--- src/scan_prim_map.vh ---
// Purpose: Constants for the scan-cycle edge and on-delay timing primitives
// Assumes: One 100 MHz clock; scan advance is a one-cycle strobe
// Notes: Time base figures in microseconds per count
// Function
// [RULE_01] The falling-edge contact gives ON for exactly one scan when its input is ON and the watched bit fell.
// [RULE_02] The falling-edge contact gives OFF in every other case.
// [RULE_03] The rising-edge coil writes ON for one scan when its input is ON now and was OFF last scan.
// [RULE_04] The rising-edge coil writes OFF when its input is OFF or was already ON last scan.
// [RULE_05] The falling-edge coil writes ON for one scan when its input is OFF now and was ON last scan, else OFF.
// [RULE_06] The timer output is OFF while the current value is below the set time and ON once it reaches it.
// [RULE_07] While the input is ON before time-up the current value grows by elapsed time and is readable.
// [RULE_08] The program keeps a constant set time within 0 to 32767 and never indexes it.
// [RULE_09] After time-up the current value holds and the output stays ON while the input stays ON.
// [RULE_10] When the input drops the current value clears to zero and the output goes OFF, with no timing while OFF.
// [RULE_11] Lower timers count 0.01 s per count and higher ones 0.1 s per count, with a model-dependent boundary.
// [RULE_12] Each edge detector keeps its own previous-scan copy, updated on the scan strobe.
`ifndef SCAN_PRIM_MAP_VH
`define SCAN_PRIM_MAP_VH
`define CLK_PERIOD_NS 10
`define FINE_BASE_US 10000
`define COARSE_BASE_US 100000
`define FINE_BASE_CYC ((`FINE_BASE_US * 1000) / `CLK_PERIOD_NS)
`define COARSE_BASE_CYC ((`COARSE_BASE_US * 1000) / `CLK_PERIOD_NS)
`define TMR_WIDTH 16
`define SET_TIME_MAX 16'h7FFF
`define TMR_RESET 16'h0000
`endif

--- src/scan_edge_detect_on_delay_timer.v ---
// Purpose: Falling-edge contact, rising and falling coils, on-delay timer
// Assumes: Inputs synchronous; one scan per scan_strobe_in pulse
// Notes: Timer results update on the strobe, edge results one clock later; each holds for one whole scan
`timescale 1ns/100ps
`default_nettype none
`include "scan_prim_map.vh"
module scan_edge_detect_on_delay_timer #(
  parameter integer TW = `TMR_WIDTH,
  parameter integer FINE_CYC = `FINE_BASE_CYC,
  parameter integer COARSE_CYC = `COARSE_BASE_CYC
) (
  // Clock and reset
  input wire clock_in,
  input wire rst_b_in,
  // Scan strobe
  input wire scan_strobe_in,
  // Falling-edge contact
  input wire fc_rung_in,
  input wire fc_device_in,
  output reg fc_out,
  // Edge coils
  input wire rc_rung_in,
  output reg rc_device_out,
  input wire nc_rung_in,
  output reg nc_device_out,
  // On-delay timing element
  input wire on_delay_timing_element_in,
  input wire [TW-1:0] set_time_in,
  input wire coarse_base_in,
  output reg on_delay_timing_element_out,
  output reg [TW-1:0] timer_current_value_word_out
);
  // ****************
  // Edge cells
  // ****************
  wire fc_fall;
  wire rc_rise;
  wire nc_fall;
  wire [2:0] sense_w;
  wire [2:0] rise_w;
  wire [2:0] fall_w;
  assign sense_w = {nc_rung_in, rc_rung_in, fc_device_in};
  genvar gi;
  generate
    for (gi = 0; gi < 3; gi = gi + 1) begin : g_edge
      scan_edge_cell u_cell (
        .clock_in(clock_in),
        .rst_b_in(rst_b_in),
        .scan_strobe_in(scan_strobe_in),
        .sense_in(sense_w[gi]),
        .rise_out(rise_w[gi]),
        .fall_out(fall_w[gi])
      );
    end
  endgenerate
  assign fc_fall = fall_w[0];
  assign rc_rise = rise_w[1];
  assign nc_fall = fall_w[2];
  // Rung levels aligned to the cell outputs
  reg fc_rung_d_ff;
  always @(posedge clock_in or negedge rst_b_in) begin
    if (!rst_b_in) begin
      fc_rung_d_ff <= 1'b0;
    end else if (scan_strobe_in) begin
      fc_rung_d_ff <= fc_rung_in;
    end
  end
  always @(posedge clock_in or negedge rst_b_in) begin
    if (!rst_b_in) begin
      fc_out <= 1'b0;
      rc_device_out <= 1'b0;
      nc_device_out <= 1'b0;
    end else begin
      fc_out <= fc_rung_d_ff & fc_fall; // [RULE_01] [RULE_02]
      rc_device_out <= rc_rise; // [RULE_03] [RULE_04]
      nc_device_out <= nc_fall; // [RULE_05]
    end
  end
  // ****************
  // Helpers
  // ****************
  // Time-up test shared by the state machine and the output
  function time_up;
    input [TW-1:0] cur;
    input [TW-1:0] lim;
    begin
      time_up = (cur >= lim);
    end
  endfunction
  // Add with a ceiling at the set time; a value already there holds
  function [TW-1:0] sat_add;
    input [TW-1:0] cur;
    input [TW-1:0] inc;
    input [TW-1:0] lim;
    reg [TW:0] sum;
    begin
      sum = {1'b0, cur} + {1'b0, inc};
      if (cur >= lim) begin
        sat_add = cur;
      end else if (sum > {1'b0, lim}) begin
        sat_add = lim;
      end else begin
        sat_add = sum[TW-1:0];
      end
    end
  endfunction
  localparam [TW-1:0] ZERO_TW = {TW{1'b0}};
  localparam [TW-1:0] ONE_TW = {{(TW-1){1'b0}}, 1'b1};
  // ****************
  // Time base
  // ****************
  localparam integer FINE_LIM_I = FINE_CYC - 1;
  localparam integer COARSE_LIM_I = COARSE_CYC - 1;
  localparam [23:0] FINE_LIM = FINE_LIM_I[23:0];
  localparam [23:0] COARSE_LIM = COARSE_LIM_I[23:0];
  reg [23:0] base_cnt_ff;
  reg [23:0] nxt_base_cnt;
  reg [23:0] base_lim;
  reg tick_ff;
  reg nxt_tick;
  // Clocks per count chosen by timer group
  always @* begin
    if (coarse_base_in) begin
      base_lim = COARSE_LIM; // [RULE_11]
    end else begin
      base_lim = FINE_LIM; // [RULE_11]
    end
  end
  // Idles at zero while the input is off
  always @* begin
    nxt_base_cnt = base_cnt_ff + 24'h000001;
    nxt_tick = 1'b0;
    if (!on_delay_timing_element_in) begin
      nxt_base_cnt = 24'h000000; // [RULE_10]
    end else if (base_cnt_ff >= base_lim) begin
      nxt_base_cnt = 24'h000000;
      nxt_tick = 1'b1; // [RULE_07]
    end
  end
  always @(posedge clock_in or negedge rst_b_in) begin
    if (!rst_b_in) begin
      base_cnt_ff <= 24'h000000;
      tick_ff <= 1'b0;
    end else begin
      base_cnt_ff <= nxt_base_cnt;
      tick_ff <= nxt_tick;
    end
  end
  // ****************
  // Tick accumulator
  // ****************
  // Ticks between strobes are summed and handed over at the strobe
  reg [TW-1:0] ticks_ff;
  reg [TW-1:0] nxt_ticks;
  always @* begin
    nxt_ticks = ticks_ff;
    if (!on_delay_timing_element_in) begin
      nxt_ticks = ZERO_TW; // [RULE_10]
    end else if (scan_strobe_in) begin
      nxt_ticks = tick_ff ? ONE_TW : ZERO_TW;
    end else if (tick_ff) begin
      nxt_ticks = ticks_ff + ONE_TW;
    end
  end
  always @(posedge clock_in or negedge rst_b_in) begin
    if (!rst_b_in) begin
      ticks_ff <= ZERO_TW;
    end else begin
      ticks_ff <= nxt_ticks;
    end
  end
  // ****************
  // On-delay timer
  // ****************
  // Idle, counting, timed out
  localparam [1:0] ST_IDLE = 2'b00;
  localparam [1:0] ST_TIMING = 2'b01;
  localparam [1:0] ST_UP = 2'b10;
  reg [1:0] state_ff;
  reg [1:0] nxt_state;
  reg [TW-1:0] nxt_cur;
  reg nxt_done;
  always @* begin
    nxt_state = state_ff;
    nxt_cur = timer_current_value_word_out;
    nxt_done = on_delay_timing_element_out;
    if (!on_delay_timing_element_in) begin
      nxt_state = ST_IDLE;
      nxt_cur = ZERO_TW; // [RULE_10]
      nxt_done = 1'b0; // [RULE_10]
    end else begin
      case (state_ff)
        ST_IDLE: begin
          nxt_cur = sat_add(ZERO_TW, ticks_ff, set_time_in); // [RULE_07]
        end
        ST_TIMING: begin
          nxt_cur = sat_add(timer_current_value_word_out, ticks_ff, set_time_in); // [RULE_07]
        end
        ST_UP: begin
          nxt_cur = timer_current_value_word_out; // [RULE_09]
        end
        default: begin
          nxt_cur = ZERO_TW;
        end
      endcase
      nxt_done = time_up(nxt_cur, set_time_in); // [RULE_06] [RULE_09]
      if (nxt_done) begin
        nxt_state = ST_UP;
      end else begin
        nxt_state = ST_TIMING;
      end
    end
  end
  // Results land on the strobe and stand for a scan
  always @(posedge clock_in or negedge rst_b_in) begin
    if (!rst_b_in) begin
      state_ff <= ST_IDLE;
      timer_current_value_word_out <= ZERO_TW;
      on_delay_timing_element_out <= 1'b0;
    end else if (scan_strobe_in) begin
      state_ff <= nxt_state;
      timer_current_value_word_out <= nxt_cur; // [RULE_07]
      on_delay_timing_element_out <= nxt_done; // [RULE_06]
    end
  end
endmodule // scan_edge_detect_on_delay_timer
`default_nettype wire

--- src/scan_edge_cell.v ---
// Purpose: One edge detector with a private previous-scan copy
// Assumes: Scan strobe is a one-cycle pulse
// Notes: Results registered on the scan strobe
`timescale 1ns/100ps
`default_nettype none
module scan_edge_cell (
  // Clock and reset
  input wire clock_in,
  input wire rst_b_in,
  // Scan
  input wire scan_strobe_in,
  input wire sense_in,
  // Edges
  output reg rise_out,
  output reg fall_out
);
  reg prev_ff;
  always @(posedge clock_in or negedge rst_b_in) begin
    if (!rst_b_in) begin
      prev_ff <= 1'b0;
      rise_out <= 1'b0;
      fall_out <= 1'b0;
    end else if (scan_strobe_in) begin
      prev_ff <= sense_in; // [RULE_12]
      rise_out <= sense_in & ~prev_ff; // [RULE_12]
      fall_out <= ~sense_in & prev_ff; // [RULE_12]
    end
  end
endmodule // scan_edge_cell
`default_nettype wire

--- config.mk ---
export PLATFORM = sky130hd
export DESIGN_NAME = scan_edge_detect_on_delay_timer
export DESIGN_NICKNAME = d
export VERILOG_FILES = /design/src/scan_edge_detect_on_delay_timer.v /design/src/scan_edge_cell.v
export VERILOG_INCLUDE_DIRS = /design/src /design/src/src
export SDC_FILE = /design/constraint.sdc
export NUM_CORES = 1
export LEC_CHECK = 0
export BUFFER_PORTS_ARGS = -buffer_cell sky130_fd_sc_hd__buf_4
export CAP_MARGIN = 20
export CORE_UTILIZATION = 35
export DETAILED_ROUTE_END_ITERATION = 8
export GPL_TIMING_DRIVEN = 0
export PLACE_DENSITY_LB_ADDON = 0.1
export SETUP_SLACK_MARGIN = 0.05
export SKIP_LAST_GASP = 1
export SLEW_MARGIN = 20
export SYNTH_ARGS = -nofsm -noshare
export SYNTH_HDL_FRONTEND = slang
export SYNTH_HIERARCHICAL = 1
export SYNTH_SLANG_ARGS = --single-unit
--- constraint.sdc ---
create_clock -name clock_in -period 4.78 [get_ports clock_in]
set_input_delay 0.956 -clock clock_in [delete_from_list [all_inputs] [get_ports clock_in]]
set_output_delay 0.956 -clock clock_in [all_outputs]
set_load 0.005 [all_outputs]
==> reports/results.ini, run 1 <==
[placed_design]
gp_congestion = 0.9036
dpl_worst_slack_ps = -1607
dp_hpwl_um = 14280
io_buffer_count = 43

[grt]
met2_usage = 0.3538
use_met3 = 0.02245
grtUsageMet1 = 0.2931
overflow = 0
grt_start_max_net_pins = 70
antenna_found_initial = 0
grt_first_pass_wirelength_um = 30040
grt_pass1_vias = 5417
top_usage_layer = met2
track_usage = 0.2182

[synth]
syn_area_per_cell_um2 = 9.254
syn-num-nets = 789
yosysWarnings = 6
synthCells = 671
netlist_area_um2 = 6210

[pwr]
finalPower_mw = 1.459
peakVddDrop_uv = 255.7
leakagePower_nw = 3.628
power_density_nw_per_um2 = 194.5

[die]
die_h_um = 135.2
pin_count = 45
row_count = 48
die_area_um2 = 18280
initial_core_util = 0.3590
core_um2 = 17300
die_x_um = 135.2

[route]
route.detailed.drc = 0
wl_per_cell_um = 19.51
ant_nets = 0
vias = 5474
first_pass_iters = 4
dr.first_iter.drc_count = 262
wl_um = 19000
viasPerCell = 5.620

[final_layout]
drive_gt1_frac = 0.2123
nets = 862
num_antenna_cells = 0
layout_commonest_cell = ha_1
area_growth_syn_to_layout_pct = 20.81
final_util = 0.4337
fillCellCount = 1762
layout_common_cells = 85 x ha_1, 69 x nor2_1, 61 x buf_4

[worst_setup_path]
crit_required_ps = 4970
crit_type = reg2reg
crit_slowest_cell = dfrtp_1
crit_arrival_ps = 5820
worst_setup_path_end_kind = flop
cp_common_cell = a21o_1
cp_max_fo = 4
max_stage_delay_ps = 390
r2r_setup_slack_ps = -850
cp-start-kind = flop

[clock_tree]
h-tree-depth = 3
ctsRootBufferMaster = clkbuf_16
clkTransAtPathRegs_ps = 60
cts_buffer_depth = 2
hold_buffers = 0
clock_sinks = 69
clkLatencyLatePin_ps = 340
numCtsBuffers = 9
cts_tree = done

[sta]
rsz0062_at_grt = true
slew_viol_final = 0
finalSetupViolCount = 2
fmaxAchievable_mhz = 177.5
skew_ps = 8.684
fin_crit_ps = 5633
finalWorstSetupSlack_ps = -853.1
hold_viol_final = 0
final.setup.tns_ps = -1669
slew_headroom = 0.3395
period_share = 1.178
tightest_slew_ps = 983.1
whs_ps = 381.2

[status]
violations = setup timing
outcome = finished, violations left

[min_path]
hold_class = reg2reg

[flow_run]
cap_viol_max_count = 0

per-stage QoR:
step	cell area, µm²	instances
6_report	7502	974
5_1_grt	7502	974
4_1_cts	7441	970
3_5_place_dp	6850	939
3_3_place_gp	6850	939
2_1_floorplan	6246	671
registers in the layout, summed over array words and instances (netlist names):
register                      cells
g_edge.u_cell/fall_out            2
rc_device_out                     1
ticks_ff                         16
tick_ff                           1
timer_current_value_word_out     16
g_edge.u_cell/rise_out            1
nc_device_out                     1
state_ff                          1
base_cnt_ff                      24
g_edge.u_cell/prev_ff             3
on_delay_timing_element_out       1
fc_rung_d_ff                      1
fc_out                            1
path summary, 6_finish.rpt:
kind | to | cells after the start | start
setup / recovery | on_delay_timing_element_out$_DFFE_PN0P_ | 27 | ticks_ff[0]$_DFFE_PN0P_
hold / removal | nc_device_out$_DFF_PN0_ | 0 | g_edge[2].u_cell/fall_out$_DFFE_PN0P_
setup reg to reg | on_delay_timing_element_out$_DFFE_PN0P_ | 27 | ticks_ff[0]$_DFFE_PN0P_
hold reg to reg | nc_device_out$_DFF_PN0_ | 0 | g_edge[2].u_cell/fall_out$_DFFE_PN0P_
max in group asynchronous | ticks_ff[4]$_DFFE_PN0P_ | 1 | rst_b_in
min in group asynchronous | timer_current_value_word_out[6]$_DFFE_PN0P_ | 1 | rst_b_in
final cells by class:
class / count / area (µm²) / area share
plain buffers: 17 / 132.6 / 0.01768
well taps: 225 / 281.5 / 0.03752
clock inverters: 6 / 71.32 / 0.009506
clock buffers: 10 / 229.0 / 0.03052
inverters: 36 / 135.1 / 0.01801
flip-flops and latches: 69 / 1740 / 0.2320
repair buffers: 62 / 469.2 / 0.06254
multi-input cells: 549 / 4443 / 0.5922
layer usage:
metal	wire length (µm)	vias to the layer above	share of wire
li1	-	2636	-
met4	652	0	0.034
met5	0	-	0
met1	8964	2667	0.47
met3	773	36	0.041
met2	8612	135	0.45
repair_timing:
| item | CTS | global route |
|---|---|---|
| buffers inserted | 15 | 4 |
| endpoints found under the hold margin | 0 | 0 |
| endpoints found under the setup margin | 18 | 2 |
| resized for setup | 35 | 8 |
| pin swaps | 20 | 6 |
| gates cloned | 0 | 0 |
critical path: cells and delay by family, from the launching register on:
family | cells | cell delay [ps]
flops | 1 | 390
buf+inv | 3 | 310
xor+xnor | 1 | 190
simple gates | 4 | 430
mux | 1 | 230
compound gates | 14 | 2930
fa+ha+maj | 4 | 1020
where the power goes:
| part | switching (mW) | internal (mW) | leakage, nW | total, mW |
|---|---|---|---|---|
| clock network | 0.284 | 0.409 | 0.140 | 0.693 |
| registers | 0.00726 | 0.595 | 0.927 | 0.602 |
| logic | 0.108 | 0.0559 | 2.56 | 0.164 |
Note: power is estimated with default switching activity, not from simulation.
==> run 2: changes to the inputs <==
clock period = 6.8 ns   (was 4.78 ns; I/O delays follow)
==> reports/results.ini, run 2 (synthesis results as in run 1) <==
[die]
row_count = 48  ; unchanged
die_h_um = 135.2  ; unchanged
initial_core_util = 0.3590  ; unchanged
core_um2 = 17300  ; unchanged
die_area_um2 = 18280  ; unchanged
pin_count = 45  ; unchanged
die_x_um = 135.2  ; unchanged

[clock_tree]
clock_sinks = 69  ; unchanged
numCtsBuffers = 9  ; unchanged
cts_tree = done
clkLatencyLatePin_ps = 340  ; about the same
h-tree-depth = 3  ; unchanged
cts_buffer_depth = 2  ; unchanged
clkTransAtPathRegs_ps = 60  ; about the same
ctsRootBufferMaster = clkbuf_16
cts_setup_buffers = 0  ; -15

[placed_design]
gp_congestion = 0.8951  ; -0.94%
dp_hpwl_um = 14160  ; -0.84%
io_buffer_count = 43  ; unchanged

[worst_setup_path]
critPathCapture = on_delay_timing_element_out$_DFFE_PN0P_
r2r_cells = 26  ; -3.7%
r2r_start = timer_current_value_word_out[0]$_DFFE_PN0P_
worstReg2RegEnd = on_delay_timing_element_out$_DFFE_PN0P_
crit_required_ps = 6990  ; +2020 ps
cp_num_cells = 26  ; -3.7%
max_stage_delay_ps = 470  ; +80 ps
worst_setup_path_end_kind = flop
crit_type = reg2reg
cp_max_fo = 10  ; +6
r2r_setup_slack_ps = 360  ; +1210 ps
crit_family = compound AO/OA/AOI/OAI gates
critPathLaunch = timer_current_value_word_out[0]$_DFFE_PN0P_
cp-start-kind = flop
crit_arrival_ps = 6630  ; +810 ps
crit_slowest_cell = o311ai_1
path_buf_inv = 3  ; unchanged

[sta]
final.setup.tns_ps = 0  ; +1669 ps
hold_viol_final = 0  ; unchanged
finalSetupViolCount = 0  ; -2
slew_viol_final = 0  ; unchanged
fin_crit_ps = 6442  ; +808.9 ps
fmaxAchievable_mhz = 155.2  ; -13%
period_share = 0.9474  ; -0.2311
tightest_slew_ps = 964.0  ; -19.14 ps
rsz0062_at_grt = false
skew_ps = 10.28  ; +1.595 ps
slew_headroom = 0.3574  ; +0.01780

[pwr]
finalPower_mw = 1.033  ; -29%
power_density_nw_per_um2 = 144.8  ; -26%
peakVddDrop_uv = 118.1  ; -54%
leakagePower_nw = 3.512  ; -3.2%

[grt]
grt_start_max_net_pins = 70  ; unchanged
overflow = 0  ; unchanged
grt_first_pass_wirelength_um = 28970  ; -3.5%
antenna_found_initial = 0  ; unchanged
grt_pass1_vias = 5256  ; -3.0%
track_usage = 0.2089  ; -0.009255

[route]
vias = 5310  ; -3.0%
route.detailed.drc = 0  ; unchanged
viasPerCell = 5.560  ; -1.1%
dr.first_iter.drc_count = 325  ; +24%
ant_nets = 0  ; unchanged
wl_per_cell_um = 19.04  ; -2.4%
wl_um = 18180  ; -4.3%
first_pass_iters = 4  ; unchanged

[final_layout]
area_growth_syn_to_layout_pct = 14.89
layout_commonest_cell = ha_1
num_antenna_cells = 0  ; unchanged
reg_top3 = base_cnt_ff (24), ticks_ff (16), timer_current_value_word_out (16)
nets = 843  ; -2.2%
drive_gt1_frac = 0.1384  ; -0.07393
largest_reg_flops = 24  ; unchanged
layout_common_cells = 92 x ha_1, 70 x nor2_1, 69 x dfrtp_1
final_util = 0.4125  ; -0.02127
regMostFlops = base_cnt_ff

[min_path]
hold_class = reg2reg

[flow_run]
cap_viol_max_count = 0  ; unchanged

[status]
outcome = finished, final reports clean

[run 2: changes by cell type in the layout (fill, tap and decap cells not counted), moves of 5 or more]
| cell | before | now |
|---|---|---|
| buf_4 | 61 | 43 |
| dfrtp_2 | 11 | 0 |
| dfrtp_1 | 58 | 69 |
| ha_1 | 85 | 92 |
| ha_4 | 5 | 0 |
[run 2: how the worst min path moves through the flow]
stage	startpoint	to	slack [ps]	cells past startpoint
global route	g_edge[2].u_cell/fall_out$_DFFE_PN0P_	nc_device_out$_DFF_PN0_	410	0
floorplan	g_edge[2].u_cell/fall_out$_DFFE_PN0P_	nc_device_out$_DFF_PN0_	350	0
global placement	g_edge[2].u_cell/fall_out$_DFFE_PN0P_	nc_device_out$_DFF_PN0_	360	0
CTS	g_edge[2].u_cell/fall_out$_DFFE_PN0P_	nc_device_out$_DFF_PN0_	390	0
finish	g_edge[2].u_cell/fall_out$_DFFE_PN0P_	nc_device_out$_DFF_PN0_	380	0
detailed placement	g_edge[2].u_cell/fall_out$_DFFE_PN0P_	nc_device_out$_DFF_PN0_	370	0
[run 2: through the flow]
stage               setup slack (ps)  std cells  instance area [µm²]  hold slack [ps]
detailed placement             167.6        939                 6814            365.5
finish                         357.9        955                 7134            383.0
floorplan                       1468        671                 6210            353.7
global placement               168.4        939                 6814            363.0
global route                   117.4        955                 7134            407.0
CTS                            108.7        955                 7121            387.2
[run 2: final cells by class]
cell class / count / area, µm²
timing repair buffer: 43 / 322.8
clock buffer: 9 / 225.2
tap: 225 / 281.5
clock inverter: 7 / 81.33
buffer: 17 / 132.6
inverter: 36 / 135.1
multi-input combinational: 549 / 4229
fill: 1751 / 10160
sequential: 69 / 1727
[run 2: report_power, final]
| group | switching (mW) | internal (mW) | leakage [nW] |
|---|---|---|---|
| registers | 0.00517 | 0.418 | 0.946 |
| clock network | 0.207 | 0.289 | 0.141 |
| logic | 0.0748 | 0.0384 | 2.43 |
| total | 0.287 | 0.746 | 3.51 |
[run 2: metal layers]
| layer | GRT usage | vias to the layer above | wire (µm) |
|---|---|---|---|
| li1 | - | 2580 | - |
| met1 | 0.2930 | 2566 | 8880 |
| met2 | 0.3333 | 142 | 8127 |
| met3 | 0.02694 | 22 | 832 |
| met4 | 0.06242 | 0 | 339 |
| met5 | 0 | - | 0 |
[run 2: repair_timing]
| item | CTS | global route |
|---|---|---|
| hold buffers | 0 | 0 |
| endpoints found under the hold margin | 0 | 0 |
| setup endpoints to repair | 0 | 2 |
| resized for setup | 0 | 4 |
==> run 3: changes to the inputs <==
==> constraint.sdc (replaced) <==
create_clock -name clock_in -period 6.57 [get_ports clock_in]
set_input_delay 1.314 -clock clock_in [delete_from_list [all_inputs] [get_ports clock_in]]
set_output_delay 1.314 -clock clock_in [all_outputs]
set_load 0.1 [all_outputs]
==> reports/results.ini, run 3 (synthesis results as in run 1) <==
[final_layout]
layout_commonest_cell = ha_1
largest_reg_flops = 24  ; unchanged
reg_top3 = base_cnt_ff (24), ticks_ff (16), timer_current_value_word_out (16)
drive_gt1_frac = 0.1438  ; +0.005479
num_antenna_cells = 0  ; unchanged
fillCellCount = 1753  ; +0.11%
nets = 843  ; unchanged
fin_area_um2 = 7151  ; +0.23%
regMostFlops = base_cnt_ff
layout_common_cells = 92 x ha_1, 70 x nor2_1, 67 x dfrtp_1
area_growth_syn_to_layout_pct = 15.15

[sta]
slew_headroom = 0.3553  ; -0.002030
finalSetupViolCount = 0  ; unchanged
final.setup.tns_ps = 0  ; unchanged
slew_viol_final = 0  ; unchanged
tightest_slew_ps = 967.0  ; +3.044 ps
period_share = 0.9532  ; +0.005813
rsz0062_at_grt = false
skew_ps = 10.70  ; +0.4263 ps
hold_viol_final = 0  ; unchanged
fmaxAchievable_mhz = 159.7  ; +2.9%
whs_ps = 383.0  ; -0.004000 ps
fin_crit_ps = 6262  ; -179.7 ps

[grt]
overflow = 0  ; unchanged
grt_start_max_net_pins = 70  ; unchanged
antenna_found_initial = 0  ; unchanged
grt_first_pass_wirelength_um = 28980  ; about the same
track_usage = 0.2090  ; about the same
grt_pass1_vias = 5258  ; +0.038%

[die]
die_h_um = 135.2  ; unchanged
row_count = 48  ; unchanged
pin_count = 45  ; unchanged
initial_core_util = 0.3590  ; unchanged
die_area_um2 = 18280  ; unchanged
die_x_um = 135.2  ; unchanged
core_um2 = 17300  ; unchanged

[clock_tree]
cts_buffer_depth = 2  ; unchanged
clkLatencyLatePin_ps = 340  ; about the same
h-tree-depth = 3  ; unchanged
numCtsBuffers = 9  ; unchanged
cts_tree = done
hold_buffers = 0  ; unchanged
clock_sinks = 69  ; unchanged
ctsRootBufferMaster = clkbuf_16
clkTransAtPathRegs_ps = 60  ; about the same

[route]
wl_um = 18210  ; +0.15%
route.detailed.drc = 0  ; unchanged
vias = 5310  ; unchanged
first_pass_iters = 4  ; unchanged
ant_nets = 0  ; unchanged
viasPerCell = 5.560  ; unchanged
wl_per_cell_um = 19.06  ; +0.15%
dr.first_iter.drc_count = 305  ; -6.2%

[status]
outcome = finished, final reports clean

[worst_setup_path]
crit_arrival_ps = 6450  ; -180 ps
cp-start-kind = flop
worst_setup_path_end_kind = flop
crit_required_ps = 6760  ; -230 ps
cp_max_fo = 10  ; unchanged
crit_type = reg2reg

[placed_design]
dp_hpwl_um = 14160  ; unchanged
io_buffer_count = 43  ; unchanged
dpl-instance-area_um2 = 6814  ; unchanged
gp_congestion = 0.8951  ; unchanged

[pwr]
peakVddDrop_uv = 134.7  ; +14%
clkPwrFrac = 0.475  ; -0.006
seq_power_share = 0.405  ; -0.005
p_comb_frac = 0.120  ; +0.010
leakagePower_nw = 3.510  ; about the same
p_int_uw = 772.2  ; +3.5%
p_sw_uw = 308.9  ; +7.7%
power_density_nw_per_um2 = 151.2  ; +4.4%
switching_share = 0.2857  ; +0.007973

[min_path]
hold_class = reg2reg

[flow_run]
cap_viol_max_count = 0  ; unchanged

==> run 3: cell types whose count changed in the layout (fill, tap and decap cells not counted) <==
cell      delta
o221ai_2     +1
o311ai_1     -1
o221ai_1     -1
o21ai_1      +1
o311ai_2     +1
dfrtp_1      -2
o21ai_0      -1
dfrtp_2      +2
==> run 3: through the flow <==
step / worst slack [ps] / cells / power [mW] / utilization
detailed placement: -62.36 / 939 / 0.5751 / 0.3940
finish: 307.6 / 955 / 1.081 / 0.4134
global placement: -61.61 / 939 / 0.5721 / 0.3940
CTS: 138.0 / 955 / 1.093 / 0.4120
floorplan: 557.3 / 671 / 0.5163 / -
global route: 56.26 / 955 / 1.125 / 0.4134
==> run 3: layout make-up <==
class	instances	area (µm²)	share of cell area
Multi-Input combinational cell	549	4243	0.5934
Sequential cell	69	1729	0.2418
Timing Repair Buffer	43	322.8	0.04514
Tap cell	225	281.5	0.03937
Clock buffer	9	225.2	0.03150
Inverter	36	135.1	0.01890
Buffer	17	132.6	0.01855
Clock inverter	7	81.33	0.01137
==> run 3: what timing repair did <==
action | 4_1_cts | 5_1_grt
endpoints found under the setup margin | 2 | 2
setup buffers | 0 | 0
resized for setup | 3 | 6
==> run 3: path summary, 6_finish.rpt <==
check                                                       startpoint                                            to  depth (start not counted)  slack (ps)
max in group asynchronous                                     rst_b_in                       ticks_ff[3]$_DFFE_PN0P_                          1        4750
min reg2reg                      g_edge[2].u_cell/fall_out$_DFFE_PN0P_                       nc_device_out$_DFF_PN0_                          0         380
max                        timer_current_value_word_out[0]$_DFFE_PN0P_       on_delay_timing_element_out$_DFFE_PN0P_                         27         310
min in group asynchronous                                     rst_b_in  timer_current_value_word_out[12]$_DFFE_PN0P_                          1        1100
max reg2reg                timer_current_value_word_out[0]$_DFFE_PN0P_       on_delay_timing_element_out$_DFFE_PN0P_                         27         310
min                              g_edge[2].u_cell/fall_out$_DFFE_PN0P_                       nc_device_out$_DFF_PN0_                          0         380
==> run 3: metal layers <==
metal	global-route usage	wire, µm
met4	0.06242	340
met3	0.02694	826
met2	0.3336	8064
met5	0	0
met1	0.2930	8974
==> run 3: critical path, cell delays in order, from the launching register on <==
cell and delay (ps):
dfrtp_2 420, ha_1 190, inv_1 60, fa_1 470, nor2b_1 190, o31a_1 250, o21a_1 140, nor2_1 50
xnor2_1 260, ha_1 310, a211oi_2 220, nor2_1 80, a2111oi_2 410, o311ai_1 150, a221oi_2 350, buf_6 220
buf_12 160, mux2i_1 220, o221a_4 250, ha_1 230, nand2b_1 150, a21o_1 180, a21o_1 170, a21o_1 200
a211oi_1 250, o21ai_1 180, a31oi_1 240, o22ai_1 110
==> run 3: power by group through the flow <==
stage	Clock [mW]	Sequential (mW)	Combinational [mW]
after global routing	0.544	0.439	0.142
after CTS	0.525	0.438	0.130
after detailed placement	0	0.446	0.129
after global placement	0	0.446	0.126
after floorplan	0	0.457	0.0596
final	0.514	0.438	0.129
